## src/hw/dfm_defines.svh

```systemverilog
`ifndef DFM_DEFINES_SVH
`define DFM_DEFINES_SVH

// Register indices; byte address is four times the index
`define DFM_IDX_UV_STATUS     12'h01c
`define DFM_IDX_UV_MASK       12'h024
`define DFM_IDX_ACTIVE_OPTS   12'h0b1
`define DFM_IDX_CONV1_CTRL    12'h0b5
`define DFM_IDX_CONV2_CTRL    12'h0b8
`define DFM_IDX_CONV3_CTRL    12'h0bb
`define DFM_IDX_CONV4_CTRL    12'h0be
`define DFM_IDX_PIN_MASK      12'h0d7

// Field positions
`define DFM_BLANK_SEL_HI      13
`define DFM_BLANK_SEL_LO      12
`define DFM_ACTION_HI         15
`define DFM_ACTION_LO         14

// Reset values
`define DFM_RST_UV_MASK       4'h0
`define DFM_RST_PIN_MASK      4'h0
`define DFM_RST_BLANK_SEL     2'h0
`define DFM_RST_ACTION        2'h0

// Undervoltage threshold as a percentage of target
`define DFM_UV_PCT            95
`define DFM_FULL_PCT          100

// Timing: clock rate and blanking times in microseconds
`define DFM_CLK_MHZ           125
`define DFM_BLANK0_US         500
`define DFM_BLANK1_US         2000
`define DFM_BLANK2_US         32000
`define DFM_BLANK3_US         256000
`define DFM_FILTER_CYCLES     16

`endif

```

## src/hw/dfm_pkg.sv

```systemverilog
package dfm_pkg;

   // Fault response selected per converter
   typedef enum logic [1:0] {
      DFM_ACT_IGNORE,
      DFM_ACT_CONV_OFF,
      DFM_ACT_SYS_OFF,
      DFM_ACT_SYS_OFF_RSVD
   } dfm_action_e;

   typedef logic [11:0] dfm_addr_t;

endpackage

```

## src/hw/dfm_fault_monitor.sv

```systemverilog
`timescale 1ns/10ps
`include "dfm_defines.svh"

module dfm_fault_monitor
   import dfm_pkg::*;
#(
   parameter int unsigned LVL_W         = 8,
   parameter int unsigned FILTER_CYCLES = `DFM_FILTER_CYCLES,
   parameter int unsigned BLANK_CYC0    = `DFM_BLANK0_US * `DFM_CLK_MHZ,
   parameter int unsigned BLANK_CYC1    = `DFM_BLANK1_US * `DFM_CLK_MHZ,
   parameter int unsigned BLANK_CYC2    = `DFM_BLANK2_US * `DFM_CLK_MHZ,
   parameter int unsigned BLANK_CYC3    = `DFM_BLANK3_US * `DFM_CLK_MHZ
) (
   input  wire logic                       ref_clk,           // System clock
   input  wire logic                       sys_rst,           // Sync reset, high
   input  wire dfm_addr_t                  paddr,             // APB address
   input  wire logic                       psel,              // APB select
   input  wire logic                       penable,           // APB enable
   input  wire logic                       pwrite,            // APB direction
   input  wire logic [31:0]                pwdata,            // APB write data
   output logic      [31:0]                prdata,            // APB read data
   output logic                            pready,            // APB ready
   output logic                            pslverr,           // APB error
   input  wire logic [3:0][LVL_W-1:0]      convMeasLevel,     // Measured outputs
   input  wire logic [3:0][LVL_W-1:0]      convTargetLevel,   // Programmed targets
   input  wire logic [3:0]                 convOverVoltAsync, // Analog overvoltage
   input  wire logic [3:0]                 convEnableReq,     // Sequencer enables
   input  wire logic                       ldoUndervoltIrq,   // LDO second-level irq
   input  wire logic                       ldoFault,          // Any LDO fault
   input  wire logic                       climFault,         // Current-limit fault
   input  wire logic                       faultPinAssign,    // GPIO given to pin
   output logic      [3:0]                 convEnable,        // Converter enables
   output logic                            sysShutdownReq,    // System shutdown
   output logic                            supplyUndervoltIrq,// First-level irq
   output logic                            supplyFaultN,      // Fault pin, low
   output logic                            supplyFaultOe      // Fault pin enable
);

   localparam int unsigned NCONV = 4;
   localparam int unsigned MW    = LVL_W + 7;
   localparam int unsigned BW    = $clog2(BLANK_CYC3 + 1);
   localparam int unsigned FW    = $clog2(FILTER_CYCLES + 1);
   localparam dfm_addr_t CTRL_IDX [NCONV] = '{`DFM_IDX_CONV1_CTRL, `DFM_IDX_CONV2_CTRL,
                                               `DFM_IDX_CONV3_CTRL, `DFM_IDX_CONV4_CTRL};

   logic [3:0]    ovMeta;
   logic [3:0]    ovSync;
   logic [3:0]    rawFault;
   logic [3:0]    blanked;
   logic [3:0]    qualFault;
   logic [3:0]    qualPrev;
   logic [3:0]    uvSet;
   logic [3:0]    offSet;
   logic [3:0]    convOff;
   logic [3:0]    next_convEnable;
   logic          sysSet;
   logic [FW-1:0] filtCnt [NCONV];
   logic [BW-1:0] blankCnt [NCONV];
   logic [3:0]    uvStatus;
   logic [3:0]    uvMask;
   logic [3:0]    pinMask;
   logic [1:0]    blankSel;
   dfm_action_e   action [NCONV];
   logic          apbAccess;
   logic          apbDone;
   logic          addrHit;
   logic [31:0]   readMux;

   // Index to byte address
   function automatic dfm_addr_t regAddr(input dfm_addr_t idx);
      regAddr = {idx[9:0], 2'b00};
   endfunction

   // Compare against 95 percent without a divider
   function automatic logic isUnder(input logic [LVL_W-1:0] meas,
                                    input logic [LVL_W-1:0] tgt);
      logic [MW-1:0] m100;
      logic [MW-1:0] t95;
      m100 = MW'(meas) * MW'(`DFM_FULL_PCT);
      t95  = MW'(tgt) * MW'(`DFM_UV_PCT);
      isUnder = (m100 < t95);
   endfunction

   // Blanking length for the shared selector
   function automatic logic [BW-1:0] blankLoad(input logic [1:0] sel);
      case (sel)
         2'h0:    blankLoad = BW'(BLANK_CYC0);
         2'h1:    blankLoad = BW'(BLANK_CYC1);
         2'h2:    blankLoad = BW'(BLANK_CYC2);
         default: blankLoad = BW'(BLANK_CYC3);
      endcase
   endfunction

   // Overvoltage comes from analog comparators, so synchronise it
   always_ff @(posedge ref_clk) begin
      if (sys_rst) begin
         ovMeta <= 4'h0;
         ovSync <= 4'h0;
      end else begin
         ovMeta <= convOverVoltAsync;
         ovSync <= ovMeta;
      end
   end

   // Per-converter fault qualification
   always_comb begin
      sysSet = 1'b0;
      for (int i = 0; i < NCONV; i++) begin
         rawFault[i]  = isUnder(convMeasLevel[i], convTargetLevel[i]) | ovSync[i];
         blanked[i]   = ~convEnable[i] | (blankCnt[i] != '0);
         qualFault[i] = (filtCnt[i] == FW'(FILTER_CYCLES)) & rawFault[i]
                        & ~blanked[i];
         uvSet[i]     = qualFault[i] & ~qualPrev[i];
         offSet[i]    = qualFault[i] & (action[i] == DFM_ACT_CONV_OFF);
         sysSet       = sysSet | (qualFault[i] & action[i][1]);
      end
      next_convEnable = convEnableReq & ~(convOff | offSet);
   end

   // Persistence counter, cleared by any gap or by blanking
   always_ff @(posedge ref_clk) begin
      if (sys_rst) begin
         for (int i = 0; i < NCONV; i++) begin
            filtCnt[i] <= '0;
         end
      end else begin
         for (int i = 0; i < NCONV; i++) begin
            if (rawFault[i] & ~blanked[i]) begin
               if (filtCnt[i] != FW'(FILTER_CYCLES)) begin
                  filtCnt[i] <= filtCnt[i] + FW'(1);
               end
            end else begin
               filtCnt[i] <= '0;
            end
         end
      end
   end

   // Enables and start-up blanking; a restart reloads the timer
   always_ff @(posedge ref_clk) begin
      if (sys_rst) begin
         convEnable <= 4'h0;
         for (int i = 0; i < NCONV; i++) begin
            blankCnt[i] <= '0;
         end
      end else begin
         convEnable <= next_convEnable;
         for (int i = 0; i < NCONV; i++) begin
            if (next_convEnable[i] & ~convEnable[i]) begin
               blankCnt[i] <= blankLoad(blankSel);
            end else if (blankCnt[i] != '0) begin
               blankCnt[i] <= blankCnt[i] - BW'(1);
            end
         end
      end
   end

   // Converter stays off until the sequencer drops its request
   always_ff @(posedge ref_clk) begin
      if (sys_rst) begin
         convOff <= 4'h0;
      end else begin
         convOff <= offSet | (convOff & convEnableReq);
      end
   end

   // Shutdown request is sticky; only reset releases it
   always_ff @(posedge ref_clk) begin
      if (sys_rst) begin
         sysShutdownReq <= 1'b0;
      end else if (sysSet) begin
         sysShutdownReq <= 1'b1;
      end
   end

   // Edge detector history for the status flags
   always_ff @(posedge ref_clk) begin
      if (sys_rst) begin
         qualPrev <= 4'h0;
      end else begin
         qualPrev <= qualFault;
      end
   end

   // APB handshake: one wait state so read data comes from a flop
   assign apbAccess = psel & penable;
   assign apbDone   = apbAccess & pready;

   // Read decode
   always_comb begin
      readMux = 32'h0000_0000;
      addrHit = 1'b1;
      if (paddr == regAddr(`DFM_IDX_UV_STATUS)) begin
         readMux[3:0] = uvStatus;
      end else if (paddr == regAddr(`DFM_IDX_UV_MASK)) begin
         readMux[3:0] = uvMask;
      end else if (paddr == regAddr(`DFM_IDX_ACTIVE_OPTS)) begin
         readMux[`DFM_BLANK_SEL_HI:`DFM_BLANK_SEL_LO] = blankSel;
      end else if (paddr == regAddr(`DFM_IDX_PIN_MASK)) begin
         readMux[3:0] = pinMask;
      end else if (paddr == regAddr(CTRL_IDX[0])) begin
         readMux[`DFM_ACTION_HI:`DFM_ACTION_LO] = action[0];
      end else if (paddr == regAddr(CTRL_IDX[1])) begin
         readMux[`DFM_ACTION_HI:`DFM_ACTION_LO] = action[1];
      end else if (paddr == regAddr(CTRL_IDX[2])) begin
         readMux[`DFM_ACTION_HI:`DFM_ACTION_LO] = action[2];
      end else if (paddr == regAddr(CTRL_IDX[3])) begin
         readMux[`DFM_ACTION_HI:`DFM_ACTION_LO] = action[3];
      end else begin
         addrHit = 1'b0;
      end
   end

   // Bus answer registers
   always_ff @(posedge ref_clk) begin
      if (sys_rst) begin
         pready  <= 1'b0;
         prdata  <= 32'h0000_0000;
         pslverr <= 1'b0;
      end else begin
         pready <= apbAccess & ~pready;
         if (apbAccess & ~pready) begin
            prdata  <= pwrite ? 32'h0000_0000 : readMux;
            pslverr <= ~addrHit;
         end
      end
   end

   // Software-written configuration
   always_ff @(posedge ref_clk) begin
      if (sys_rst) begin
         uvMask   <= `DFM_RST_UV_MASK;
         pinMask  <= `DFM_RST_PIN_MASK;
         blankSel <= `DFM_RST_BLANK_SEL;
         for (int i = 0; i < NCONV; i++) begin
            action[i] <= dfm_action_e'(`DFM_RST_ACTION);
         end
      end else if (apbDone & pwrite) begin
         if (paddr == regAddr(`DFM_IDX_UV_MASK)) begin
            uvMask <= pwdata[3:0];
         end else if (paddr == regAddr(`DFM_IDX_ACTIVE_OPTS)) begin
            blankSel <= pwdata[`DFM_BLANK_SEL_HI:`DFM_BLANK_SEL_LO];
         end else if (paddr == regAddr(`DFM_IDX_PIN_MASK)) begin
            pinMask <= pwdata[3:0];
         end else begin
            for (int i = 0; i < NCONV; i++) begin
               if (paddr == regAddr(CTRL_IDX[i])) begin
                  action[i] <= dfm_action_e'(pwdata[`DFM_ACTION_HI:`DFM_ACTION_LO]);
               end
            end
         end
      end
   end

   // Status: clear only what the read returned, so a flag raised
   // during the wait state survives; a new edge always wins
   always_ff @(posedge ref_clk) begin
      if (sys_rst) begin
         uvStatus <= 4'h0;
      end else if (apbDone & ~pwrite & (paddr == regAddr(`DFM_IDX_UV_STATUS))) begin
         uvStatus <= (uvStatus & ~prdata[3:0]) | uvSet;
      end else begin
         uvStatus <= uvStatus | uvSet;
      end
   end

   // First-level interrupt and fault pin
   always_ff @(posedge ref_clk) begin
      if (sys_rst) begin
         supplyUndervoltIrq <= 1'b0;
         supplyFaultN       <= 1'b1;
         supplyFaultOe      <= 1'b0;
      end else begin
         supplyUndervoltIrq <= (|(uvStatus & ~uvMask)) | ldoUndervoltIrq;
         supplyFaultN       <= ~((|(qualFault & ~pinMask))
                                 | ldoFault | climFault);
         supplyFaultOe      <= faultPinAssign;
      end
   end

   property p_uv_cmp;
      @(posedge ref_clk) disable iff (sys_rst)
      rawFault[0] == ((20 * int'(convMeasLevel[0]) < 19 * int'(convTargetLevel[0]))
                      || ovSync[0]);
   endproperty
   a_uv_cmp: assert property (p_uv_cmp)
      else $error("Converter 1 fault without undervoltage");

   property p_conv_off;
      @(posedge ref_clk) disable iff (sys_rst)
      (qualFault[3] && action[3] == DFM_ACT_CONV_OFF) |=> !convEnable[3] [*2];
   endproperty
   a_conv_off: assert property (p_conv_off)
      else $error("Converter 4 not disabled after fault");

   property p_sys_off;
      @(posedge ref_clk) disable iff (sys_rst)
      (qualFault[3] && action[3][1]) |=> sysShutdownReq;
   endproperty
   a_sys_off: assert property (p_sys_off)
      else $error("No shutdown request after fault");

   property p_flag_set;
      @(posedge ref_clk) disable iff (sys_rst)
      $rose(qualFault[0]) |=> uvStatus[0];
   endproperty
   a_flag_set: assert property (p_flag_set)
      else $error("Status flag not raised by fault");

   property p_read_clear;
      @(posedge ref_clk) disable iff (sys_rst)
      (apbDone && !pwrite && paddr == regAddr(`DFM_IDX_UV_STATUS) && uvSet == 4'h0)
      |=> ((uvStatus & $past(prdata[3:0])) == 4'h0);
   endproperty
   a_read_clear: assert property (p_read_clear)
      else $error("Status read did not clear flags");

   property p_irq_mask;
      @(posedge ref_clk) disable iff (sys_rst)
      (uvStatus[0] && !uvMask[0]) |=> supplyUndervoltIrq;
   endproperty
   a_irq_mask: assert property (p_irq_mask)
      else $error("Unmasked flag did not raise interrupt");

   property p_irq_quiet;
      @(posedge ref_clk) disable iff (sys_rst)
      ((uvStatus & ~uvMask) == 4'h0 && !ldoUndervoltIrq) |=> !supplyUndervoltIrq;
   endproperty
   a_irq_quiet: assert property (p_irq_quiet)
      else $error("Interrupt without unmasked source");

   property p_pin_fault;
      @(posedge ref_clk) disable iff (sys_rst)
      (qualFault[0] && !pinMask[0]) |=> !supplyFaultN;
   endproperty
   a_pin_fault: assert property (p_pin_fault)
      else $error("Fault pin not low for unmasked converter");

   property p_pin_masked;
      @(posedge ref_clk) disable iff (sys_rst)
      ((qualFault & ~pinMask) == 4'h0 && !ldoFault && !climFault) |=> supplyFaultN;
   endproperty
   a_pin_masked: assert property (p_pin_masked)
      else $error("Fault pin low with all sources masked");

   property p_filter;
      @(posedge ref_clk) disable iff (sys_rst)
      $rose(qualFault[0]) |-> ($past(rawFault[0]) && !$past(blanked[0]));
   endproperty
   a_filter: assert property (p_filter)
      else $error("Fault qualified without persistence");

   property p_blank_load;
      @(posedge ref_clk) disable iff (sys_rst)
      $rose(convEnable[0]) |-> (blankCnt[0] == blankLoad($past(blankSel)));
   endproperty
   a_blank_load: assert property (p_blank_load)
      else $error("Blank timer not loaded at start");

   property p_ready;
      @(posedge ref_clk) disable iff (sys_rst)
      (apbAccess && !pready) |=> pready;
   endproperty
   a_ready: assert property (p_ready)
      else $error("APB access not answered");

endmodule

```

## config.mk

```make
export PLATFORM = sky130hd
export DESIGN_NAME = dfm_fault_monitor
export DESIGN_NICKNAME = d
export VERILOG_FILES = /design/src/hw/dfm_pkg.sv /design/src/hw/dfm_fault_monitor.sv
export VERILOG_INCLUDE_DIRS = /design/src /design/src/hw
export SDC_FILE = /design/constraint.sdc
export NUM_CORES = 1
export LEC_CHECK = 0
export BUFFER_PORTS_ARGS = -buffer_cell sky130_fd_sc_hd__buf_4
export CAP_MARGIN = 5
export CORE_ASPECT_RATIO = 0.6
export CORE_UTILIZATION = 49
export CTS_CLUSTER_SIZE = 30
export DETAILED_ROUTE_END_ITERATION = 6
export GPL_TIMING_DRIVEN = 0
export PLACE_DENSITY_LB_ADDON = 0.05
export SYNTH_ARGS = -nofsm -noshare
export SYNTH_HDL_FRONTEND = slang
export SYNTH_SLANG_ARGS = --single-unit
```

## constraint.sdc

```tcl
create_clock -name ref_clk -period 6.75 [get_ports ref_clk]
set_input_delay 0.675 -clock ref_clk [delete_from_list [all_inputs] [get_ports ref_clk]]
set_output_delay 0.675 -clock ref_clk [all_outputs]
set_load 0.02 [all_outputs]
```

==> run_results.csv <==
group,metric,value,unit
status,status,"complete, but fails checks",
status,violations,"DRC",
clock_tree,cts_tree,"built",
yosys,ys_seq_area_frac,0.262,
global_routing,antenna_found_initial,0,
drt,avgRoutedWirePerCell,16.4,microns
clock_tree,numCtsBuffers,17,
drt,drt-total-wl,42.5,mm
final_layout,antennaDiodeCount,0,
drt,post-route-drc-count,1,
clock_tree,cts.clk_slew.worst_paths,70,ps
sta,hold_viol,0,
placement,gp_congestion,0.823,
die,ios,167,
sta,layout_min_cycle_time,6400,ps
global_routing,grt_max_degree,26,
final_layout,syn2layout_area_growth,11.8,%
die,dieArea,38200,sq um
final_layout,multi_input_area,12500,sq um
worst_setup_path,rr_worst_depth,6,
worst_setup_path,cp.required,7080,ps
clock_tree,ctsHoldBuffers,0,
clock_tree,clk_latency,440,ps
worst_setup_path,start_kind,"input pin",
power,p_leak,9.49,nW
die,core_area,36600,sq um
yosys,ys_ff_latch,176,
sta,slew_headroom,0.215,
placement,dp_hpwl,34.9,mm
sta,drv_slew,0,
die,num_rows,54,
clock_tree,clockBufferDepth,2,
yosys,synth_flop_cell,"edfxtp_1",
die,fp.dieW,252,microns
drt,firstDrtPassIters,7,
global_routing,grt_pass1_wl,70.5,mm
sta,whs,449,ps
sta,rsz0062_at_grt,"false",
die,die_h,152,microns
worst_setup_path,reg2reg_setup_slack,3290,ps
sta,skew,13.1,ps
drt,ant_nets,0,
sta,fin_tns_setup,0,ps
worst_setup_path,arrival,6730,ps
sta,max_freq,156,MHz
drt,vias,13900,
yosys,async_reset_ff_frac,0,
worst_setup_path,crit_type,"in -> reg",
clock_tree,root_buffer,"clkbuf_16",
clock_tree,clock-sinks,176,
final_layout,fillers,3293,
sta,worst_pin_slew,1180,ps
final_layout,finalNetCount,2635,
sta,setup_violations,0,
clock_tree,htree_levels,4,
sta,finalCritPeriodShare,0.948,
yosys,synthCells,1926,
worst_hold_path,whs_path_depth,2,
global_routing,grt_remaining_overflow,0,
global_routing,grt_pass1_vias,13600,
yosys,synth_area_per_cell,9.51,sq um
placement,portBuffers,115,
global_routing,track_usage,0.233,
drt,avgViaCountPerCell,5.35,
job,maxCapViolCount,0,
worst_setup_path,path_max_fanout,6,
drt,first_iter_violations,1004,
power,power.density,292,nW/um^2
yosys,ys_types,78,
power,vdd_drop_max,0.227,mV
final_layout,register_area,4800,sq um
final_layout,drive_above_1_share,0.0959,
yosys,syn-cell-area,18300,sq um
worst_setup_path,critPathCaptureType,"flop",
yosys,synth_enable_flop_cells,128,
die,start_util,0.501,
yosys,yosysWarnings,0,
worst_hold_path,hold_class,"in -> reg",
[critical path: stages]
cell	delay (ps)
buf_4	160
fa_1	540
inv_1	60
fa_1	550
inv_1	60
fa_1	530
inv_1	60
fa_1	500
inv_1	50
ha_1	340
or2_2	330
a21oi_1	150
a21oi_1	80
a211o_1	330
a21o_1	190
a21oi_1	170
xor2_1	190
ha_1	280
nand4b_1	170
o221a_2	260
nand4_1	220
nand2b_4	240
nor2_2	140
inv_1	150
o221a_2	300
[final timing paths]
check / from / to
min: convOverVoltAsync[0] / ovMeta[0]$_SDFF_PP0_
max: convTargetLevel[20] / supplyFaultN$_SDFF_PP1_
min reg2reg: ovMeta[3]$_SDFF_PP0_ / ovSync[3]$_SDFF_PP0_
max reg2reg: blankCnt[2][3]$_SDFFCE_PN0P_ / blankCnt[2][9]$_SDFFCE_PN0P_
[cell type report]
type	count	share of cell area
Clock buffer	20	0.0213
Clock inverter	12	0.00501
Multi-Input combinational cell	1482	0.608
Tap cell	504	0.0308
Inverter	247	0.0452
Timing Repair Buffer	115	0.0421
Buffer	44	0.0132
Sequential cell	176	0.234
[placed cells by master, fill, tap and decap left out, types with 5 or more instances in the layout]
| cell | Yosys | routed |
|---|---|---|
| ha_1 | 327 | 327 |
| or2_2 | 7 | 7 |
| nor3_1 | 71 | 69 |
| edfxtp_1 | 128 | 128 |
| a21boi_0 | 5 | 5 |
| fa_1 | 100 | 100 |
| o21ai_0 | 108 | 108 |
| conb_1 | 1 | 24 |
| nand3_1 | 40 | 40 |
| o21a_1 | 14 | 14 |
| a21oi_1 | 80 | 80 |
| a222oi_1 | 7 | 7 |
| nor2b_1 | 36 | 36 |
| a31oi_1 | 6 | 6 |
| dfxtp_1 | 48 | 48 |
| o21bai_1 | 6 | 6 |
| nand2_1 | 99 | 99 |
| nor2_1 | 154 | 153 |
| and2_1 | 6 | 6 |
| a21o_1 | 23 | 23 |
| clkbuf_1 | 17 | 20 |
| and3_1 | 11 | 11 |
| or4_1 | 11 | 11 |
| inv_1 | 247 | 247 |
| xor2_1 | 85 | 85 |
| nor4_1 | 33 | 33 |
| clkbuf_16 | 0 | 17 |
| buf_4 | 24 | 139 |
| xnor2_1 | 85 | 85 |
| nand2b_1 | 23 | 22 |
| o41ai_1 | 12 | 9 |
| nand4_1 | 8 | 8 |
| or3_1 | 20 | 20 |
| a211oi_1 | 11 | 11 |
| nor4bb_1 | 5 | 5 |
[what timing repair did]
action	CTS	global route
endpoints found under the hold margin	0	0
buffers inserted	0	0
setup endpoints to repair	0	25
gates resized for setup	0	10
[power by group]
| group | switching (mW) | leakage [nW] | internal, mW | total (mW) |
|---|---|---|---|---|
| Clock | 0.469 | 0.259 | 0.481 | 0.950 |
| Combinational | 1.97 | 7.36 | 1.64 | 3.60 |
| Sequential | 0.126 | 1.87 | 1.30 | 1.43 |
| Total | 2.56 | 9.49 | 3.42 | 5.98 |
[per-layer routing]
layer	global-route usage	part of all wire	wire [microns]	up-vias
met5	0	0	0	-
met4	0.0506	0.011	484	0
met3	0.0272	0.040	1710	31
met2	0.340	0.41	17300	248
met1	0.363	0.54	23000	6637
li1	-	-	-	7000
[flip-flops by register name, indices dropped and copies added, names as in the netlist, 2 cells and up]
signal	flops
uvMask	4
convEnable	4
action	8
qualPrev	4
pinMask	4
ovSync	4
blankSel	2
filtCnt	20
uvStatus	4
blankCnt	100
convOff	4
ovMeta	4
prdata	8
[cell usage after synthesis (14+ instances only)]
library cell | number | area (sq um)
a21o_1 | 23 | 173
a21oi_1 | 80 | 400
buf_4 | 24 | 180
clkbuf_1 | 17 | 63.8
dfxtp_1 | 48 | 961
edfxtp_1 | 128 | 3840
fa_1 | 100 | 2000
ha_1 | 327 | 4090
inv_1 | 247 | 927
nand2_1 | 99 | 372
nand2b_1 | 23 | 144
nand3_1 | 40 | 200
nor2_1 | 154 | 578
nor2b_1 | 36 | 225
nor3_1 | 71 | 355
nor4_1 | 33 | 206
o21a_1 | 14 | 105
o21ai_0 | 108 | 541
or3_1 | 20 | 125
xnor2_1 | 85 | 744
xor2_1 | 85 | 744
[logic make-up (layout without fill, tap and decap cells)]
group           Yosys count  in the layout  share of synthesized area
simple gates            555            555                      0.155
fa+ha+maj               427            427                      0.333
compound gates          304            304                      0.102
buf+inv                 291            438                     0.0654
flops                   176            176                      0.262
xor+xnor                170            170                     0.0813
mux                       2              2                    0.00109
other cells               1             24                   0.000205
[stage by stage]
stage | worst slack [ps] | power [mW] | std cells | area, sq um | util
after detailed placement | -409 | 4.98 | 2568 | 19900 | 0.544
after global routing | 34.7 | 6.61 | 2600 | 20500 | 0.561
after floorplan | 629 | 4.16 | 1949 | 18400 | -
after global placement | -423 | 4.87 | 2568 | 19900 | 0.544
after CTS | 22.7 | 5.96 | 2600 | 20400 | 0.559
final | 348 | 5.98 | 2600 | 20500 | 0.561
Note: power is estimated with default switching activity, not from simulation.
